**config.mk**
```make
export PLATFORM = sky130hd
export DESIGN_NAME = msc_status_crc_fec
export DESIGN_NICKNAME = d
export VERILOG_FILES = /design/src/verilog/msc_status_crc_fec.v
export VERILOG_INCLUDE_DIRS = /design/src /design/src/verilog
export SDC_FILE = /design/constraint.sdc
export NUM_CORES = 1
export LEC_CHECK = 0
export BUFFER_PORTS_ARGS = -buffer_cell sky130_fd_sc_hd__buf_2
export CORE_MARGIN = 2
export CORE_UTILIZATION = 40
export CTS_CLUSTER_DIAMETER = 40
export DETAILED_ROUTE_END_ITERATION = 16
export GPL_TIMING_DRIVEN = 0
export PLACE_DENSITY = 0.66
export SYNTH_ARGS = -nofsm -noshare
export SYNTH_HDL_FRONTEND = slang
export SYNTH_SLANG_ARGS = --single-unit
```
**constraint.sdc**
```tcl
create_clock -name clock -period 2.8 [get_ports clock]
set_clock_uncertainty 0.2 [all_clocks]
set_input_delay 0.56 -clock clock [delete_from_list [all_inputs] [get_ports clock]]
set_output_delay 0.56 -clock clock [all_outputs]
set_load 0.005 [all_outputs]
```
**src/verilog/msc_regs.vh**
```
// register offsets, status fields, task codes and coding constants for the status/crc/fec block
// assumes a 32-bit apb slave with one aligned word per register
`ifndef MSC_REGS_VH
`define MSC_REGS_VH
// byte offsets
`define MSC_OFF_STATUS    12'h000
`define MSC_OFF_QUALITY   12'h004
`define MSC_OFF_COMMAND   12'h008
`define MSC_OFF_MODE      12'h00C
`define MSC_OFF_CRC       12'h010
`define MSC_OFF_FEC       12'h014
// status bit positions
`define MSC_ST_IRQ        7
`define MSC_ST_IBE        5
`define MSC_ST_OVF        4
`define MSC_ST_CHK        3
`define MSC_ST_QRDY       2
`define MSC_ST_ORIG       1
// mode bit positions
`define MSC_MD_TXRX       5
`define MSC_MD_POWER_SAVE_BIT      3
`define MSC_MD_QIEN       2
`define MSC_MODE_RESET    8'h00
// task codes
`define MSC_TASK_NULL     4'h0
`define MSC_TASK_SFH      4'h1
`define MSC_TASK_R3H      4'h2
`define MSC_TASK_RDB      4'h3
`define MSC_TASK_SFS      4'h4
`define MSC_TASK_T7H      4'h5
`define MSC_TASK_TDB      4'h6
`define MSC_TASK_TSO      4'h7
`define MSC_TASK_RESET    4'h8
// coding constants
`define MSC_CRC_POLY      16'h1021
`define MSC_CRC_INIT      16'hFFFF
`define MSC_FEC_ROW0      8'hEC
`define MSC_FEC_ROW1      8'hD3
`define MSC_FEC_ROW2      8'hBA
`define MSC_FEC_ROW3      8'h75
`define MSC_BLOCK_BYTES   5'h12
`define MSC_QUAL_BITS     8'hF0
`define MSC_ORIG_MOBILE   3'h3
`endif

```
**src/verilog/msc_status_crc_fec.v**
```verilog
// status flags, data quality, crc and fec coding for the packet modem
// assumes a synchronous apb master and bit-rate events from the modem core
// assumes every event input is a one-cycle pulse, tx_buffer_low may be a level
// assumes a zero-wait slave suits the host: reads are answered in the access cycle
//
// Contract
// - tx: buffer low sets empty flag, irq only on its rise
// - reset task or mode change sets empty flag
// - real task write clears empty flag
// - rx: late task sets overflow and irq
// - status read, reset, mode change clear overflow
// - rx: check flag updated after crc/fec
// - reset or mode change clears check; tx zero
// - quality ready set on reading, cleared on read
// - after reset/mode-to-zero quality ready may set
// - origin flag from preamble, one error allowed
// - bit zero reads zero; origin zero in tx
// - average zero-crossing over 240 bits, 0-240
// - measurement restarts at end of search tasks
// - quality register reads zero in transmit
// - crc16 over 18 bytes, x16+x12+x5+1
// - preset ones, lsb first, inverted, msb out
// - receive crc compare, mismatch flags error
// - four fec parities from byte and masks
// - first mask parity is fec msb
// - receive syndrome from full 12-bit rows
// - correct single error per 12-bit word
// - interrupt flag cleared by status read
`timescale 1ns/1ps
`default_nettype none
`include "msc_regs.vh"
module msc_status_crc_fec #(
   parameter QUAL_BITS = 240
) (
   // clock and reset
   input  wire        clock,
   input  wire        resetn,
   // apb slave
   input  wire        psel,
   input  wire        penable,
   input  wire        pwrite,
   input  wire [11:0] paddr,
   input  wire [31:0] pwdata,
   output wire        pready,
   output wire        pslverr,
   output reg  [31:0] prdata,
   // modem core events
   input  wire        tx_buffer_low,
   input  wire        rx_task_late,
   input  wire        task_done,
   input  wire [3:0]  done_task,
   input  wire        head_check_done,
   input  wire [2:0]  presync_bits,
   input  wire        rx_bit_strobe,
   input  wire        rx_bit_good,
   // coding data path, task and interrupt outputs
   input  wire        crc_byte_valid,
   input  wire [7:0]  crc_byte,
   input  wire        crc_start,
   input  wire        crc_check,
   input  wire [15:0] crc_received,
   input  wire [7:0]  fec_tx_byte,
   input  wire [11:0] fec_rx_word,
   input  wire        fec_rx_valid,
   output reg  [3:0]  fec_tx_nibble,
   output reg  [7:0]  fec_rx_byte,
   output reg         fec_rx_error,
   output reg  [15:0] crc_out,
   output wire [2:0]  current_task,
   output wire        irq_flag
);
   // registers
   reg  [7:0]  mode_reg;      // written mode bits
   reg  [3:0]  task_reg;      // last written task
   reg         irq_reg;       // interrupt flag
   reg         ibe_reg;       // interleave empty flag
   reg         ovf_reg;       // deinterleave overflow flag
   reg         chk_reg;       // check error flag
   reg         qrdy_reg;      // quality ready flag
   reg         orig_reg;      // origin flag
   reg  [7:0]  qual_reg;      // quality value
   reg  [7:0]  qcnt_reg;      // bits counted so far
   reg  [7:0]  qacc_reg;      // good bits so far
   reg  [15:0] crc_reg;       // running crc
   reg  [4:0]  crc_cnt_reg;   // bytes taken
   // decoded bus strobes
   wire        acc     = psel & penable;
   wire        wr      = acc & pwrite;
   wire        rd      = acc & ~pwrite;
   // register selects for writes with side effects
   wire        wr_cmd  = wr & (paddr == `MSC_OFF_COMMAND);
   wire        wr_mode = wr & (paddr == `MSC_OFF_MODE);
   // reads with side effects: status clears irq and overflow, quality clears ready
   wire        rd_stat = rd & (paddr == `MSC_OFF_STATUS);
   wire        rd_qual = rd & (paddr == `MSC_OFF_QUALITY);
   // task code on the bus and current direction
   wire [3:0]  wtask   = pwdata[3:0];
   wire        tx_mode = mode_reg[`MSC_MD_TXRX];
   // reset task flushes the flags like a mode change does
   wire        rst_task = wr_cmd & (wtask == `MSC_TASK_RESET);
   // change of mode select or power save
   wire        mode_chg = wr_mode &
                  ((pwdata[`MSC_MD_TXRX] != mode_reg[`MSC_MD_TXRX]) |
                   (pwdata[`MSC_MD_POWER_SAVE_BIT] != mode_reg[`MSC_MD_POWER_SAVE_BIT]));
   wire        mode_to0 = mode_chg & ~pwdata[`MSC_MD_TXRX] & ~pwdata[`MSC_MD_POWER_SAVE_BIT];
   wire        flush    = rst_task | mode_chg;
   // a task that actually starts work
   wire        real_task = wr_cmd & (wtask != `MSC_TASK_NULL) &
                  (wtask != `MSC_TASK_RESET) & (wtask != `MSC_TASK_TSO);
   // search and receive tasks realign the quality window
   wire        meas_restart = task_done & ((done_task == `MSC_TASK_SFS) |
                  (done_task == `MSC_TASK_SFH) | (done_task == `MSC_TASK_RDB) |
                  (done_task == `MSC_TASK_R3H));
   // last bit of the quality window; the count runs from zero to QUAL_BITS-1
   wire        qual_done = ~tx_mode & rx_bit_strobe & (qcnt_reg == QUAL_BITS[7:0] - 8'h01);
   // bits that differ from the mobile pattern; base is its complement, so
   // one bit or fewer away means mobile and anything else lies near base
   wire [2:0]  orig_diff = presync_bits ^ `MSC_ORIG_MOBILE;
   wire        orig_near = ~((orig_diff[0] & orig_diff[1]) |
                             (orig_diff[0] & orig_diff[2]) |
                             (orig_diff[1] & orig_diff[2]));
   wire        orig_upd  = ~tx_mode & task_done &
                  ((done_task == `MSC_TASK_SFS) | (done_task == `MSC_TASK_SFH));
   // fec masks, rows 0..3 map to nibble bits 3..0
   wire [31:0] rows = {`MSC_FEC_ROW0, `MSC_FEC_ROW1, `MSC_FEC_ROW2, `MSC_FEC_ROW3};
   wire [3:0]  fec_par;
   wire [3:0]  syn;
   genvar g;
   generate
      for (g = 0; g < 4; g = g + 1) begin : g_fec
         // transmit parity and receive syndrome per row
         // row g feeds nibble bit 3-g, first row in the msb
         assign fec_par[3-g] = ^(fec_tx_byte & rows[31-8*g -: 8]);
         assign syn[3-g] = ^({fec_rx_word[11:4] & rows[31-8*g -: 8],
                              fec_rx_word[3:0] & (4'h8 >> g)});
      end
   endgenerate

   // crc next value over a byte, lsb first
   function [15:0] crc_step;
      input [15:0] c;
      input [7:0]  d;
      integer i;
      reg [15:0] t;
      begin
         t = c;
         // data enters lsb first against the msb feedback tap
         for (i = 0; i < 8; i = i + 1) begin
            if (t[15] ^ d[i]) begin
               t = {t[14:0], 1'b0} ^ `MSC_CRC_POLY;
            end else begin
               t = {t[14:0], 1'b0};
            end
         end
         crc_step = t;
      end
   endfunction

   // single-bit correction: column match of syndrome
   reg [7:0] corr_mask;
   reg       corr_hit;
   integer   k;
   always @* begin
      corr_mask = 8'h00;
      corr_hit  = (syn == 4'h0);
      // hazard: two errors may alias onto a column and be miscorrected
      for (k = 0; k < 8; k = k + 1) begin
         // column of data bit 7-k across the four check rows
         if (syn == {rows[31-k], rows[23-k], rows[15-k], rows[7-k]}) begin
            corr_mask[7-k] = 1'b1;
            corr_hit = 1'b1;
         end
      end
      // a lone check-bit error leaves the data byte as it is
      if ((syn == 4'h8) | (syn == 4'h4) | (syn == 4'h2) | (syn == 4'h1)) begin
         corr_hit = 1'b1;  // error in fec nibble only
      end
   end

   // apb answers in the access cycle; with no wait states, read side
   // effects and write effects both land on the access edge
   assign pready  = 1'b1;
   // unmapped offsets read zero and ignore writes, never an error
   assign pslverr = 1'b0;
   // interrupt flag and the low bits of the last task go straight out
   assign irq_flag = irq_reg;
   assign current_task = task_reg[2:0];

   // mode and command registers
   always @(posedge clock or negedge resetn) begin
      if (!resetn) begin
         mode_reg <= `MSC_MODE_RESET;
         task_reg <= `MSC_TASK_NULL;
      end else begin
         if (wr_mode) begin
            // mode byte kept whole; only three bits matter here
            mode_reg <= pwdata[7:0];
         end
         if (wr_cmd) begin
            // every task code is kept, null and reset too
            task_reg <= wtask;
         end
      end
   end

   // status flags
   always @(posedge clock or negedge resetn) begin
      if (!resetn) begin
         irq_reg  <= 1'b0;
         ibe_reg  <= 1'b1;
         ovf_reg  <= 1'b0;
         chk_reg  <= 1'b0;
         qrdy_reg <= 1'b0;
         orig_reg <= 1'b0;
      end else begin
         // interleave empty: set beats clear
         if (tx_mode & tx_buffer_low) begin
            // buffer ran low while sending
            ibe_reg <= 1'b1;
         end else if (flush) begin
            // reset task or mode change, no interrupt
            ibe_reg <= 1'b1;
         end else if (real_task) begin
            // null and sync-output tasks leave it alone; the reset task sets it
            ibe_reg <= 1'b0;
         end
         // overflow: set beats read clear; a flush in the same cycle wins
         if (~tx_mode & rx_task_late & ~flush) begin
            // task came too late for gapless reception
            ovf_reg <= 1'b1;
         end else if (rd_stat | flush) begin
            // reported once, then gone
            ovf_reg <= 1'b0;
         end
         // check error: last crc or head check holds until flushed
         if (flush) begin
            chk_reg <= 1'b0;
         end else if (~tx_mode & crc_check) begin
            // compare against the inverted running crc
            chk_reg <= (crc_received != ~crc_reg);
         end else if (~tx_mode & head_check_done) begin
            // head bytes: uncorrectable fec word seen last
            chk_reg <= fec_rx_error;
         end
         // quality ready
         if (qual_done | (mode_to0 | rst_task)) begin
            // after a reset task or a mode change to zero the quality value is stale; host must ignore it
            qrdy_reg <= 1'b1;
         end else if (rd_qual) begin
            qrdy_reg <= 1'b0;
         end
         // origin from the presync bits, one error tolerated
         if (orig_upd) begin
            orig_reg <= orig_near;
         end
         // interrupt: new events win over the read clear
         // empty flag interrupts only on its rise, never on a flush
         if ((tx_mode & tx_buffer_low & ~ibe_reg) |
             (~tx_mode & rx_task_late & ~flush) |
             (qual_done & mode_reg[`MSC_MD_QIEN])) begin
            irq_reg <= 1'b1;
         end else if (rd_stat) begin
            irq_reg <= 1'b0;
         end
      end
   end

   // quality measurement over a window of bits
   // held at zero in transmit, so a return to receive starts afresh
   always @(posedge clock or negedge resetn) begin
      if (!resetn) begin
         qcnt_reg <= 8'h00;
         qacc_reg <= 8'h00;
         qual_reg <= 8'h00;
      end else if (meas_restart | flush | tx_mode) begin
         // realign the window; the last reading is kept
         qcnt_reg <= 8'h00;
         qacc_reg <= 8'h00;
      end else if (rx_bit_strobe) begin
         if (qual_done) begin
            // window full: load the count including this bit
            qual_reg <= qacc_reg + {7'h00, rx_bit_good};
            qcnt_reg <= 8'h00;
            qacc_reg <= 8'h00;
         end else begin
            // one more bit seen, counted if its crossing was good
            qcnt_reg <= qcnt_reg + 8'h01;
            qacc_reg <= qacc_reg + {7'h00, rx_bit_good};
         end
      end
   end

   // crc engine and fec outputs
   always @(posedge clock or negedge resetn) begin
      if (!resetn) begin
         crc_reg       <= `MSC_CRC_INIT;
         crc_cnt_reg   <= 5'h00;
         crc_out       <= 16'h0000;
         fec_tx_nibble <= 4'h0;
         fec_rx_byte   <= 8'h00;
         fec_rx_error  <= 1'b0;
      end else begin
         if (crc_start) begin
            // preset to all ones at block start
            crc_reg     <= `MSC_CRC_INIT;
            crc_cnt_reg <= 5'h00;
         end else if (crc_byte_valid & (crc_cnt_reg != `MSC_BLOCK_BYTES)) begin
            // bytes past the last data byte are ignored
            crc_reg     <= crc_step(crc_reg, crc_byte);
            crc_cnt_reg <= crc_cnt_reg + 5'h01;
         end
         // inverted value follows one cycle behind the running crc
         crc_out       <= ~crc_reg;
         // check nibble for the byte now on the transmit input
         fec_tx_nibble <= fec_par;
         if (fec_rx_valid) begin
            // corrected byte and its error verdict leave together
            fec_rx_byte  <= fec_rx_word[11:4] ^ corr_mask;
            fec_rx_error <= ~corr_hit;
         end
      end
   end

   // read mux
   always @* begin
      prdata = 32'h0000_0000;
      // only the addressed register drives the low bits
      case (paddr)
         `MSC_OFF_STATUS: begin
            // receive-only flags read zero while transmitting
            prdata[`MSC_ST_IRQ]  = irq_reg;
            prdata[`MSC_ST_IBE]  = ibe_reg & tx_mode;
            prdata[`MSC_ST_OVF]  = ovf_reg & ~tx_mode;
            prdata[`MSC_ST_CHK]  = chk_reg & ~tx_mode;
            prdata[`MSC_ST_QRDY] = qrdy_reg;
            prdata[`MSC_ST_ORIG] = orig_reg & ~tx_mode;
            prdata[0]            = 1'b0;
         end
         `MSC_OFF_QUALITY: prdata[7:0] = tx_mode ? 8'h00 : qual_reg;
         `MSC_OFF_MODE:    prdata[7:0] = mode_reg;
         `MSC_OFF_COMMAND: prdata[3:0] = task_reg;
         // live crc and syndrome of the word now on fec_rx_word, for software checks
         `MSC_OFF_CRC:     prdata[15:0] = crc_reg;
         `MSC_OFF_FEC:     prdata[3:0] = syn;
         default:          prdata = 32'h0000_0000;
      endcase
   end
endmodule
`default_nettype wire

```
# After elaboration in Yosys (flattened, before gate mapping)
# Index checks and enable logic that the tools add are counted.
# word_totals
out_inout_bits	67
ff_bits	92
in_bits	110
# classes
addsub	3
eq_ne	29
reduce_logical	19
n_mux	67
bitwise	79
# op_table
cell	count
16-bit 2-to-1 mux	16
13-bit 2-to-1 mux	8
8-bit 2-to-1 mux	8
12-bit parity	4
1-bit bitwise AND	34
8-bit parity	4
1-bit 2-to-1 mux	29
4-bit == test, second input constant	7
12-bit by 4-bit == test with 1-bit output, second input constant	2
12-bit by 5-bit == test with 1-bit output, second input constant	2
3-bit NOT	8
4-bit one-hot mux with 6 select lines	1
4-bit by 3-bit == test with 1-bit output, second input constant	5
1-bit bitwise OR	17
16-bit inequality test	1
16-bit NOT	1
12-bit by 3-bit == test with 1-bit output, second input constant	1
4-bit by 2-bit == test with 1-bit output, second input constant	3
12-bit logical NOT	1
5-bit 2-to-1 mux	2
2-bit nonzero test	5
1-bit NOT	9
8-bit by 1-bit adder with 8-bit output	1
8-bit by 1-bit adder with 8-bit output, second input constant	1
other kinds (17)	27

# Depth between registers and ports, before layout
# depth
word_depth	32
ltp_mapped	8

# Worst setup path before layout
# Ideal clock, no wire load.
# synth_path
kind	input to output
startpoint	input fec_rx_word[8]
endpoint	output prdata[1]
t_arrival_ps	1860
cell_stages	4
n_path_buf	0
slack_ps	180
path_cell_list	xnor2_1 -> xor3_1 -> a211o_1 -> a21oi_1
# synth_between
elab_chain_cells	2
# synth_lines
item	line_no	rtl
start, declared	msc_status_crc_fec.v:63	input wire [11:0] fec_rx_word,
12-bit parity	msc_status_crc_fec.v:134	assign syn[3-g] = ^({fec_rx_word[11:4] & rows[31-8*g -: 8],
4-bit one-hot mux with 6 select lines	msc_status_crc_fec.v:328	case (paddr)
end, declared	msc_status_crc_fec.v:46	output reg [31:0] prdata,
# Every way passes these cells.

# Worst setup path in the final report
# layout_path
startpoint	input fec_rx_word[7]
endpoint	output prdata[1]
# Same word-level chain as after synthesis.

==> results.toml <==
[grt]
grt.total_usage_pct = 19.70
grt_overflow = 0
grt_pass1_wl_mm = 22.39
grt_pass1_vias = 4497
antenna_found_initial = 0
grt_max_degree = 72

[synth]
yosysSeqAreaShare_pct = 43.05
ys_types = 57
synth_top_flop_cell = "dfrtp_1"
synth_warnings = 0
syn_area_um2 = 5398
avgSynthCellArea_um2 = 10.07
netlist_instances = 536
async_flop_share_pct = 100.0
synth_edf_count = 0
ys_ff_latch = 92

[clock_tree]
clockBufferDepth = 2
htree_levels = 3
cts_root_buf = "clkbuf_16"
cts_tree = "done"
worstSkewPairLatency_ns = 0.34
cts.sinks = 92
path_clk_slew_ns = 0.06
cts_buffers = 9

[place]
port_buffers = 130
place.gp.congestion = 0.8571
placed_area_um2 = 6359
dp_hpwl_mm = 10.82

[job]
drv_cap = 0

[worst_setup_path]
crit_arrival_ns = 2.03
crit_fanout = 4
slowest_delay_ns = 0.49
crit_chain = "buf_2 -> xnor2_4 -> xor3_2 -> a211o_1 -> a21oi_2 -> buf_2"
slowest_stage = "xor3_2"
worstReg2RegStart = "qcnt_reg[0]$_DFFE_PN0P_"
cp_data_required_time_ns = 2.04
start_kind = "input port"
cp-startpoint = "fec_rx_word[7]"
setup.worst_path.end_class = "primary output"
cpMostUsedCell = "buf_2"
critPathKind = "input port to primary output"

[routing]
via_per_inst = 5.229
route.detailed.drc = 0
post_drt_wl_per_cell_um = 16.24
firstDrtPassIters = 4
vias = 4612
ant_nets = 0
drt_iter0_drc = 325
wl_mm = 14.33

[floorplanning]
die_w_um = 120.2
initial_core_util_pct = 40.92
core_area_um2 = 13190
ioPinCount = 177
chipHeight_um = 120.2
die_area_um2 = 14440
rows = 42

[finish]
mostFrequentLayoutCells = "132 x buf_2, 75 x dfrtp_1, 55 x nor2_1"
finish.utilization_pct = 52.00
nets = 817
layout-drive-gt1-share_pct = 34.84
fillCellCount = 1230
n_antenna_cell = 0
synthToLayoutAreaGrowth_pct = 27.07
final_area_um2 = 6859
final_common_cell = "buf_2"

[timing]
fin_crit_ns = 2.794
finalSetupViolCount = 0
fmax_mhz = 357.9
hold_slack_ns = 0.2348
fin_setup_tns_ns = 0
drv_slew = 0
grt_setup_unrepaired = "yes"
worst_slew_pin_slew_ns = 0.8790
finalCritPeriodShare_pct = 99.78
finalHoldViolCount = 0
slew_headroom_pct = 40.91

[hold_path]
hold_path.startpoint = "fec_tx_byte[7]"
hold_class = "input port to flip-flop"

[pwr]
power-per-cell-area_nw_per_um2 = 569.9
power_mw = 3.909
power_leakage_nw = 3.300
vdd_drop_max_mv = 0.2527

[status]
status = "finished clean"
==> report_power, final <==
group | switching [mW] | internal, mW | total, mW | leakage [nW]
registers | 0.136 | 1.51 | 1.64 | 1.15
clock network | 0.502 | 0.774 | 1.28 | 0.148
logic | 0.500 | 0.490 | 0.990 | 2.01
total | 1.14 | 2.77 | 3.91 | 3.30
==> cells by family after synthesis <==
group | count (synthesis) | share of synthesized area (%)
AOI/OAI and AO/OA | 83 | 10.52
xor gates and xnor gates | 94 | 17.25
adders and majority gates | 5 | 1.159
buffers and inverters | 65 | 6.189
DFF | 92 | 43.05
muxes | 26 | 5.332
other | 2 | 0.1391
and+or+nand+nor | 169 | 16.37
==> area by class of cell <==
type	instances	area, µm²	share of cell area (%)
plain buffers	44	279.0	4.068
clock inverters	5	77.57	1.131
clock buffers	10	229.0	3.338
flip-flops and latches	92	2323	33.87
inverters	21	78.83	1.149
repair buffers	139	749.5	10.93
well taps	176	220.2	3.211
multi-input cells	395	2902	42.30
==> cell usage after synthesis, types with 3 or more instances <==
cell	n	area, µm²
a221oi_1	4	35.03
xor2_1	29	254.0
and3_1	4	25.02
xnor3_1	4	90.09
dfstp_2	17	446.7
nand2b_1	4	25.02
buf_1	5	18.77
xnor2_1	57	499.2
nand4_1	16	100.1
inv_1	21	78.83
buf_2	6	30.03
a21oi_1	26	130.1
o21ai_0	12	60.06
or3_1	5	31.28
a31oi_1	4	25.02
xor3_1	3	71.32
mux2i_1	4	40.04
a211o_1	17	148.9
nor3_1	17	85.08
o31ai_1	3	22.52
nand2_1	17	63.81
mux2_2	22	247.7
clkbuf_1	11	41.29
nor2b_1	4	25.02
buf_4	22	165.2
dfrtp_1	75	1877
nor4_1	7	43.79
nor2_1	58	217.7
ha_1	5	62.56
nand3_1	19	95.09
==> worst max-delay path, delay by kind of cell <==
kind,cells,cell delay [ns]
buffers and inverters,2,0.29
AO/OA/AOI/OAI,2,0.50
XOR/XNOR,2,0.69
==> metal layers <==
layer  up-vias  GRT usage, %  wire [µm]  share of wire (%)
met5         -             0          0                  0
met4         0         7.500        342                2.4
met3        25         3.802        939                6.6
met2       174         32.81       6832                 48
met1      2222         25.34       6211                 43
li1       2191             -          -                  -
==> timing repair <==
action / CTS / global route
pin swaps: 2 / 8
gates resized for setup: 15 / 21
hold buffers: 1 / 0
setup endpoints to repair: 10 / 16
setup buffers: 2 / 5
endpoints found under the hold margin: 13 / 0
==> per-stage QoR <==
stage	worst slack, ns	cells
finish	0.006080	882
global route	-0.03358	882
CTS	-0.0003837	877
detailed placement	-0.3438	859
global placement	-0.3021	858
floorplan	0.1798	552
==> path summary, 6_finish.rpt <==
kind / endpoint / slack [ns] / depth (start not counted)
worst max-delay path: prdata[1] / 0.006 / 6
worst min-delay path: fec_tx_nibble[2]$_DFF_PN0_ / 0.23 / 2
worst max register to register: qual_reg[6]$_DFFE_PN0P_ / 0.27 / 6
worst min register to register: crc_out[0]$_DFF_PN0_ / 0.29 / 1
max in group asynchronous: ibe_reg$_DFFE_PN1P_ / 1.27 / 3
min in group asynchronous: fec_tx_nibble[1]$_DFF_PN0_ / 0.45 / 2
Power figures use the tool's default switching activity.
